$ cat src/hdl/gpp_defs.svh
// register offsets, field positions, reset values and timing counts of the pin port
// included by the package and the port; defines only
`ifndef GPP_DEFS_SVH
`define GPP_DEFS_SVH

`define GPP_NPINS 8
`define GPP_OFS_DIR 5'h00
`define GPP_OFS_DSET 5'h01
`define GPP_OFS_DCLR 5'h02
`define GPP_OFS_DTGL 5'h03
`define GPP_OFS_OUT 5'h04
`define GPP_OFS_LSET 5'h05
`define GPP_OFS_LCLR 5'h06
`define GPP_OFS_LTGL 5'h07
`define GPP_OFS_IN 5'h08
`define GPP_OFS_FLAGS 5'h09
`define GPP_OFS_CFG0 5'h10
`define GPP_OFS_CFG7 5'h17
`define GPP_MIR_DIR 5'h00
`define GPP_MIR_OUT 5'h01
`define GPP_MIR_IN 5'h02
`define GPP_MIR_FLAGS 5'h03
`define GPP_CFG_INV_BIT 7
`define GPP_CFG_PULL_BIT 3
`define GPP_CFG_SENSE_HI 2
`define GPP_CFG_SENSE_LO 0
`define GPP_RST_BYTE 8'h00
`define GPP_DEAD_CYC 2'h3

`endif

$ cat src/hdl/gpp_pkg.sv
// types shared by the pin port and its surroundings
// assumes gpp_defs.svh is on the include path
`include "gpp_defs.svh"

package gpp_pkg;

  typedef enum logic [2:0] {
    GPP_SENSE_NONE = 3'h0,
    GPP_SENSE_ANY = 3'h1,
    GPP_SENSE_RISE = 3'h2,
    GPP_SENSE_FALL = 3'h3,
    GPP_SENSE_OFF = 3'h4,
    GPP_SENSE_LOW = 3'h5
  } gpp_sense_t;

  // one register access per cycle; mirror selects the bit-access map
  typedef struct packed {
    logic wr;
    logic rd;
    logic mirror;
    logic [4:0] addr;
    logic [7:0] wdata;
  } gpp_acc_t;

  // per-pin takeover by another on-chip peripheral
  typedef struct packed {
    logic [7:0] oe_en;
    logic [7:0] oe;
    logic [7:0] out_en;
    logic [7:0] out;
  } gpp_ovr_t;

  typedef struct packed {
    logic [7:0] pad_out;
    logic [7:0] pad_oe;
    logic [7:0] pad_pullup;
  } gpp_pad_t;

endpackage : gpp_pkg

$ cat src/hdl/gpp_port.sv
// eight-pin general purpose port: direction, level, per-pin config, pin-change flags
// assumes pad inputs are asynchronous and registers are reached over a native access port
// How it works
// after reset outputs tri-stated, input paths enabled.
// pin n config lives at byte offset 0x10 plus n.
// drive-enable set strobe sets only the written bits.
// level set strobe sets, level clear strobe clears output levels.
// level toggle strobe or a write to input value inverts levels.
// drive-enable clear strobe clears only the written bits.
// input value shows synchronized pin unless sense is input-off.
// drive-enable toggle strobe inverts the written bits.
// polarity flip inverts both driven and read values.
// flipping polarity makes an internal edge seen by sensing and events.
// pull-up enable bit turns the pin pull-up on.
// sense select enables a pin's interrupt and picks its trigger.
// software must not change polarity and sense in the same cycle.
// a held synchronizer may raise its interrupt after input re-enable.
// async pins wake on any sense; others only any-edge or level.
// mirror map writes behave exactly like regular register writes.
// an enabled peripheral overrides pin control; the rest stays port-controlled.
// sense hit sets flag; request stays while an enabled flag is set.
// synced pins need one-cycle pulses and have three dead cycles.
// external source holds the pad until the clock restarts.
// event output equals pin value while input enabled, else zero.
// config ignores sleep; synchronizers stop when the clock stops.
// synchronizers of an input-off pin are not advanced.
// drive enable never disables the input path.
// strobe reads return the register they modify.
// sense codes: none, any, rise, fall, off, low; rest reserved.
// flags clear by writing one; zero leaves them.
`timescale 1ns/1ps
`default_nettype none
`include "gpp_defs.svh"

module gpp_port #(
  // pins with full asynchronous sensing; value arbitrary
  parameter logic [7:0] ASYNC_PINS = 8'h01
) (
  input wire logic ref_clk,
  input wire logic nrst,
  input wire gpp_pkg::gpp_acc_t acc,
  output logic [7:0] rdata,
  input wire logic [7:0] pad_in,
  input wire gpp_pkg::gpp_ovr_t ovr,
  output gpp_pkg::gpp_pad_t pad,
  output logic [7:0] pin_event,
  output logic port_irq,
  output logic wake_req
);

  logic [7:0] dir;
  logic [7:0] out;
  logic [7:0] cfg [0:7];
  logic [7:0] sync1;
  logic [7:0] sync2;
  logic [7:0] prev;
  logic [7:0] flags;
  logic [1:0] dead [0:7];
  logic [7:0] next_dir;
  logic [7:0] next_out;
  logic [7:0] next_flags;
  logic [7:0] inv;
  logic [7:0] in_on;
  logic [7:0] src_en;
  logic [7:0] wake_ok;
  logic [7:0] pin_val;
  logic [7:0] in_val;
  logic [7:0] hit;
  logic [7:0] read_val;
  logic w_dir, w_dset, w_dclr, w_dtgl;
  logic w_out, w_oset, w_oclr, w_otgl;
  logic w_in, w_flags;

  function automatic logic gpp_irq_src(input logic [2:0] s);
    gpp_irq_src = (s == gpp_pkg::GPP_SENSE_ANY) || (s == gpp_pkg::GPP_SENSE_RISE) ||
                  (s == gpp_pkg::GPP_SENSE_FALL) || (s == gpp_pkg::GPP_SENSE_LOW);
  endfunction : gpp_irq_src

  function automatic logic [2:0] gpp_sense(input logic [7:0] c);
    gpp_sense = c[`GPP_CFG_SENSE_HI:`GPP_CFG_SENSE_LO];
  endfunction : gpp_sense

  // mirror aliases decode to the same write strobes
  always_comb begin
    w_dir = 1'b0;
    w_dset = 1'b0;
    w_dclr = 1'b0;
    w_dtgl = 1'b0;
    w_out = 1'b0;
    w_oset = 1'b0;
    w_oclr = 1'b0;
    w_otgl = 1'b0;
    w_in = 1'b0;
    w_flags = 1'b0;
    if (acc.wr && acc.mirror) begin
      case (acc.addr)
        `GPP_MIR_DIR: w_dir = 1'b1;
        `GPP_MIR_OUT: w_out = 1'b1;
        `GPP_MIR_IN: w_in = 1'b1;
        `GPP_MIR_FLAGS: w_flags = 1'b1;
        default: w_dir = 1'b0;
      endcase
    end else if (acc.wr) begin
      case (acc.addr)
        `GPP_OFS_DIR: w_dir = 1'b1;
        `GPP_OFS_DSET: w_dset = 1'b1;
        `GPP_OFS_DCLR: w_dclr = 1'b1;
        `GPP_OFS_DTGL: w_dtgl = 1'b1;
        `GPP_OFS_OUT: w_out = 1'b1;
        `GPP_OFS_LSET: w_oset = 1'b1;
        `GPP_OFS_LCLR: w_oclr = 1'b1;
        `GPP_OFS_LTGL: w_otgl = 1'b1;
        `GPP_OFS_IN: w_in = 1'b1;
        `GPP_OFS_FLAGS: w_flags = 1'b1;
        default: w_dir = 1'b0;
      endcase
    end
  end

  always_comb begin
    next_dir = dir;
    if (w_dir) next_dir = acc.wdata;
    // set only written bits
    if (w_dset) next_dir = dir | acc.wdata;
    // clear only written bits
    if (w_dclr) next_dir = dir & ~acc.wdata;
    // toggle direction
    if (w_dtgl) next_dir = dir ^ acc.wdata;
  end

  always_comb begin
    next_out = out;
    if (w_out) next_out = acc.wdata;
    // level set and clear
    if (w_oset) next_out = out | acc.wdata;
    if (w_oclr) next_out = out & ~acc.wdata;
    // toggle via strobe or input value
    if (w_otgl || w_in) next_out = out ^ acc.wdata;
  end

  // drivers off after reset
  always_ff @(posedge ref_clk or negedge nrst) begin
    if (!nrst) begin
      dir <= `GPP_RST_BYTE;
    end else begin
      dir <= next_dir;
    end
  end

  always_ff @(posedge ref_clk or negedge nrst) begin
    if (!nrst) begin
      out <= `GPP_RST_BYTE;
    end else begin
      out <= next_out;
    end
  end

  // config at 0x10 + n; R22 untouched by sleep
  always_ff @(posedge ref_clk or negedge nrst) begin
    if (!nrst) begin
      for (int n = 0; n < `GPP_NPINS; n++) cfg[n] <= `GPP_RST_BYTE;
    end else if (acc.wr && !acc.mirror && acc.addr >= `GPP_OFS_CFG0 && acc.addr <= `GPP_OFS_CFG7) begin
      cfg[acc.addr[2:0]] <= acc.wdata;
    end
  end

  // decode sense codes per pin
  always_comb begin
    for (int n = 0; n < `GPP_NPINS; n++) begin
      inv[n] = cfg[n][`GPP_CFG_INV_BIT];
      // input path depends on sense only, never on direction
      in_on[n] = gpp_sense(cfg[n]) != gpp_pkg::GPP_SENSE_OFF;
      // per-pin interrupt enable
      src_en[n] = gpp_irq_src(gpp_sense(cfg[n]));
      // only any-edge and level wake a clockless non-async pin
      wake_ok[n] = ASYNC_PINS[n] ? src_en[n] :
                   (gpp_sense(cfg[n]) == gpp_pkg::GPP_SENSE_ANY) ||
                   (gpp_sense(cfg[n]) == gpp_pkg::GPP_SENSE_LOW);
    end
  end

  // input-off pins hold their synchronizer, which costs nothing when gated in silicon
  // the chain simply stops with the main clock
  always_ff @(posedge ref_clk or negedge nrst) begin
    if (!nrst) begin
      sync1 <= `GPP_RST_BYTE;
      sync2 <= `GPP_RST_BYTE;
    end else begin
      for (int n = 0; n < `GPP_NPINS; n++) begin
        sync1[n] <= in_on[n] ? pad_in[n] : sync1[n];
        sync2[n] <= in_on[n] ? sync1[n] : sync2[n];
      end
    end
  end

  // polarity flip applies after sync, so flipping it is an internal edge
  assign pin_val = sync2 ^ inv;
  // input value gated by sense
  assign in_val = pin_val & in_on;

  always_ff @(posedge ref_clk or negedge nrst) begin
    if (!nrst) begin
      prev <= `GPP_RST_BYTE;
    end else begin
      prev <= pin_val;
    end
  end

  // a held edge survives input-off and fires once the chain runs again
  // a change needs one sampled cycle; dead counter blocks the next three
  always_comb begin
    for (int n = 0; n < `GPP_NPINS; n++) begin
      case (gpp_sense(cfg[n]))
        gpp_pkg::GPP_SENSE_ANY: hit[n] = pin_val[n] ^ prev[n];
        gpp_pkg::GPP_SENSE_RISE: hit[n] = pin_val[n] & ~prev[n];
        gpp_pkg::GPP_SENSE_FALL: hit[n] = ~pin_val[n] & prev[n];
        gpp_pkg::GPP_SENSE_LOW: hit[n] = ~pin_val[n];
        default: hit[n] = 1'b0;
      endcase
      if (dead[n] != 2'h0) hit[n] = 1'b0;
    end
  end

  always_ff @(posedge ref_clk or negedge nrst) begin
    if (!nrst) begin
      for (int n = 0; n < `GPP_NPINS; n++) dead[n] <= 2'h0;
    end else begin
      for (int n = 0; n < `GPP_NPINS; n++) begin
        if (hit[n]) dead[n] <= `GPP_DEAD_CYC;
        else if (dead[n] != 2'h0) dead[n] <= dead[n] - 2'h1;
      end
    end
  end

  // write one clears; R18 a same-cycle hit wins over the clear
  assign next_flags = (flags & ~(w_flags ? acc.wdata : 8'h00)) | hit;

  always_ff @(posedge ref_clk or negedge nrst) begin
    if (!nrst) begin
      flags <= `GPP_RST_BYTE;
    end else begin
      flags <= next_flags;
    end
  end

  // request held while an enabled flag stands
  always_ff @(posedge ref_clk or negedge nrst) begin
    if (!nrst) begin
      port_irq <= 1'b0;
      wake_req <= 1'b0;
    end else begin
      port_irq <= |(flags & src_en);
      wake_req <= |(hit & wake_ok);
    end
  end

  // peripheral takes over per aspect; R9 driven value inverted; R11 pull-up
  always_ff @(posedge ref_clk or negedge nrst) begin
    if (!nrst) begin
      pad.pad_out <= `GPP_RST_BYTE;
      pad.pad_oe <= `GPP_RST_BYTE;
      pad.pad_pullup <= `GPP_RST_BYTE;
    end else begin
      for (int n = 0; n < `GPP_NPINS; n++) begin
        pad.pad_oe[n] <= ovr.oe_en[n] ? ovr.oe[n] : dir[n];
        pad.pad_out[n] <= (ovr.out_en[n] ? ovr.out[n] : out[n]) ^ inv[n];
        pad.pad_pullup[n] <= cfg[n][`GPP_CFG_PULL_BIT];
      end
    end
  end

  // event output is pin value or zero
  always_ff @(posedge ref_clk or negedge nrst) begin
    if (!nrst) begin
      pin_event <= `GPP_RST_BYTE;
    end else begin
      pin_event <= in_val;
    end
  end

  // strobe addresses read back the register they modify
  always_comb begin
    read_val = 8'h00;
    if (acc.mirror) begin
      case (acc.addr)
        `GPP_MIR_DIR: read_val = dir;
        `GPP_MIR_OUT: read_val = out;
        `GPP_MIR_IN: read_val = in_val;
        `GPP_MIR_FLAGS: read_val = flags;
        default: read_val = 8'h00;
      endcase
    end else begin
      case (acc.addr)
        `GPP_OFS_DIR, `GPP_OFS_DSET, `GPP_OFS_DCLR, `GPP_OFS_DTGL: read_val = dir;
        `GPP_OFS_OUT, `GPP_OFS_LSET, `GPP_OFS_LCLR, `GPP_OFS_LTGL: read_val = out;
        `GPP_OFS_IN: read_val = in_val;
        `GPP_OFS_FLAGS: read_val = flags;
        // offsets past the last pin config are unmapped and read zero
        default: read_val = (acc.addr >= `GPP_OFS_CFG0 && acc.addr <= `GPP_OFS_CFG7) ? cfg[acc.addr[2:0]] : 8'h00;
      endcase
    end
  end

  always_ff @(posedge ref_clk or negedge nrst) begin
    if (!nrst) begin
      rdata <= `GPP_RST_BYTE;
    end else if (acc.rd) begin
      rdata <= read_val;
    end
  end
endmodule : gpp_port
`default_nettype wire

$ cat config.mk
export PLATFORM = sky130hd
export DESIGN_NAME = gpp_port
export DESIGN_NICKNAME = d
export VERILOG_FILES = /design/src/hdl/gpp_pkg.sv /design/src/hdl/gpp_port.sv
export VERILOG_INCLUDE_DIRS = /design/src /design/src/hdl
export SDC_FILE = /design/constraint.sdc
export NUM_CORES = 1
export LEC_CHECK = 0
export BUFFER_PORTS_ARGS = -buffer_cell sky130_fd_sc_hd__buf_2
export CORE_MARGIN = 2
export CORE_UTILIZATION = 50
export CTS_CLUSTER_SIZE = 40
export DETAILED_ROUTE_END_ITERATION = 8
export PLACE_DENSITY = 0.71
export SLEW_MARGIN = 20
export SYNTH_ARGS = -nofsm -noshare
export SYNTH_HDL_FRONTEND = slang
export SYNTH_SLANG_ARGS = --single-unit
$ cat constraint.sdc
create_clock -name ref_clk -period 3.3 [get_ports ref_clk]
set_input_delay 0.66 -clock ref_clk [delete_from_list [all_inputs] [get_ports ref_clk]]
set_output_delay 0.66 -clock ref_clk [all_outputs]
set_load 0.005 [all_outputs]
==> impl_metrics.env <==
export IMPL_place_hpwl_um=18900
export IMPL_power_leakage_nw=5.32
export IMPL_endpoint="wake_req"
export IMPL_clock_latency_ns=0.43
export IMPL_crit_required_ns=3.66
export IMPL_cp_arrival_ns=2.87
export IMPL_p_sw_mw=2.25
export IMPL_via_per_inst=5.98
export IMPL_grt_max_degree=65
export IMPL_ys_seq_area_frac=0.448
export IMPL_rsz0062_at_grt="false"
export IMPL_synth_edf_count=0
export IMPL_finalNetCount=1158
export IMPL_cts_tree="done"
export IMPL_hold_path_class="in -> async"
export IMPL_synth_cells=962
export IMPL_r2r_start="cfg[39]"
export IMPL_final_common_cell="dfrtp_1"
export IMPL_synth_area_um2=9500
export IMPL_cts_reportedPaths_clkPinSlew_ns=0.07
export IMPL_n_fill_cell=1600
export IMPL_grt_pass1_vias=7496
export IMPL_ant_nets=0
export IMPL_vdd_ir_drop_max_v=0.000365
export IMPL_async_flop_share=1.00
export IMPL_p_clk_frac=0.308
export IMPL_via_count=7750
export IMPL_r2r_end="wake_req"
export IMPL_drive_gt1_frac=0.198
export IMPL_p_total_mw=6.90
export IMPL_grt_pass1_wl_um=42000
export IMPL_synthAdderAreaFrac=0.0672
export IMPL_fin_area_um2=10900
export IMPL_cts_htree_levels=4
export IMPL_r2r_cells=7
export IMPL_power_density_nw_per_um2=635
export IMPL_finalCriticalPeriod_ns=2.51
export IMPL_io_pins=100
export IMPL_cp_start_kind="register"
export IMPL_core_area_um2=18700
export IMPL_place_area_um2=10200
export IMPL_overflow=0
export IMPL_first_pass_iters=5
export IMPL_fin_tns_setup_ns=0
export IMPL_wl_per_cell_um=20.3
export IMPL_syn_area_per_cell_um2=9.88
export IMPL_final_core_util=0.581
export IMPL_maxSlewViolCount=0
export IMPL_drv_cap=0
export IMPL_synth_area_leaders="dfrtp_1 45%, ha_1 6.7%, mux2_2 6.0%, mux2i_1 5.9%, o21ai_0 4.1%"
export IMPL_die_height_um=142
export IMPL_seq_power_share=0.436
export IMPL_fin_crit_sh=0.761
export IMPL_start_util=0.508
export IMPL_fp_dieW_um=142
export IMPL_yosysWarnings=0
export IMPL_r2r_setup_slack_ns=0.79
export IMPL_cts_hold_buf=0
export IMPL_yosys_area_top_type="dfrtp_1"
export IMPL_power_internal_mw=4.64
export IMPL_most_common_layout_cells="170 x dfrtp_1, 99 x nand2_1, 98 x buf_2, 78 x inv_1, 77 x o21ai_0"
export IMPL_final_instance_count_excl_fill=1296
export IMPL_rows=50
export IMPL_finalSetupViolCount=0
export IMPL_cts_buffer_depth=2
export IMPL_synth_simple_area_share=0.139
export IMPL_synth_mux_area_frac=0.124
export IMPL_synth_xor_area_share=0.0148
export IMPL_clock_sinks=170
export IMPL_track_usage=0.275
export IMPL_synth_top_family_by_area="compound AO/OA/AOI/OAI gates"
export IMPL_crit_start="cfg[39]"
export IMPL_gp_congestion=0.991
export IMPL_clock_fmax_mhz=398
export IMPL_setup_worst_path_end_class="register"
export IMPL_finalHoldViolCount=0
export IMPL_swShare=0.327
export IMPL_synth_nets=1071
export IMPL_dp_cells=1264
export IMPL_status="finished, final reports clean"
export IMPL_path_class="reg -> reg"
export IMPL_drtIter0Drc=798
export IMPL_cts_buffers=17
export IMPL_routed_wirelength_um=26300
export IMPL_antenna_found_initial=1
export IMPL_synth_compound_area_frac=0.154
export IMPL_p_comb_frac=0.256
export IMPL_dieArea_um2=20100
export IMPL_worst_pin_slew_ns=0.734
export IMPL_postCtsSetupRepairBufs=0
export IMPL_drc=0
export IMPL_ctsResizeCount=0
export IMPL_synth_top_area_frac=0.448
export IMPL_cts_root_buf="clkbuf_16"
export IMPL_yosys_most_used_dff="dfrtp_1"
export IMPL_skew_ns=0.0110
export IMPL_worstPathMaxFanout=4
export IMPL_area_growth_syn_to_layout_pct=14.3
export IMPL_ys_ff_latch=170
export IMPL_slew_headroom=0.511
export IMPL_synth_distinct_cells=58
export IMPL_io_buffers=99
[metal layers]
metal / track usage / share of wire
met5: 0 / 0
met4: 0.104 / 0.034
met3: 0.0722 / 0.086
met2: 0.425 / 0.46
met1: 0.373 / 0.42
[worst min path at each step]
stage / end
detailed placement: pad[4]
global placement: pad[4]
global route: prev[4]
CTS: prev[4]
floorplan: cfg[0]
finish: prev[4]
[sequential cells by signal, indices dropped and copies added, names as in the netlist]
name	cells
flags	8
pin_event	8
dir	8
pad	24
prev	8
rdata	8
sync2	8
port_irq	1
dead	16
out	8
cfg	64
sync1	8
wake_req	1
[power by group through the flow]
stage               clock network [mW]  registers, mW  logic [mW]
floorplan                            0           2.86        1.23
global placement                     0           3.01        1.68
detailed placement                   0           3.02        1.76
CTS                               2.14           2.99        1.78
global route                      2.24           3.06        2.03
finish                            2.12           3.01        1.77
[metrics by stage]
stage	worst slack, ns	hold slack [ns]
after floorplan	1.04	0.364
after global placement	0.591	0.395
after detailed placement	0.539	0.395
after CTS	0.822	0.245
after global routing	0.508	0.266
final	0.790	0.211
[critical path, stage by stage (launching register included)]
cell and delay, ns:
dfrtp_1 0.44, xor2_1 0.31, ha_1 0.29, nor2b_1 0.12, a2111oi_0 0.59, nand2_1 0.29, and4_1 0.29, nand4_1 0.11
[cell type report]
type	count	area, µm²	area share
clock buffer	21	450	0.0415
clock inverter	10	166	0.0153
antenna	1	2.50	0.000230
sequential	170	4250	0.392
multi-input combinational	665	4740	0.436
tap	234	293	0.0270
inverter	78	293	0.0270
timing repair buffer	117	662	0.0609
[synth_stat cells (4+ instances only)]
| cell type | n |
|---|---|
| nand2b_1 | 14 |
| a31oi_1 | 11 |
| o22ai_1 | 10 |
| nand3b_1 | 7 |
| a211oi_1 | 5 |
| mux2_2 | 51 |
| ha_1 | 51 |
| or3b_2 | 4 |
| o211ai_1 | 4 |
| o21ai_0 | 77 |
| clkbuf_1 | 30 |
| nand2_1 | 99 |
| nor3_1 | 9 |
| nand3_1 | 14 |
| and3_1 | 11 |
| a221o_1 | 5 |
| a22oi_1 | 35 |
| a21oi_1 | 48 |
| xnor2_1 | 13 |
| mux2i_1 | 56 |
| inv_1 | 78 |
| a211o_1 | 11 |
| nor2_1 | 44 |
| nor2b_1 | 18 |
| nor2_8 | 4 |
| buf_2 | 14 |
| nand4_1 | 4 |
| a221oi_1 | 8 |
| dfrtp_1 | 170 |
| nor3b_1 | 12 |
[logic make-up (layout without fill, tap and decap cells)]
logic type                 Yosys count  after routing
and+or+nand+nor                    256            256
AOI/OAI and AO/OA                  232            232
DFF                                170            170
buffers and inverters              127            226
muxes                              110            110
adders and majority gates           51             51
xor gates and xnor gates            16             16
other                                0              1
(Power assumes the default switching activity.)
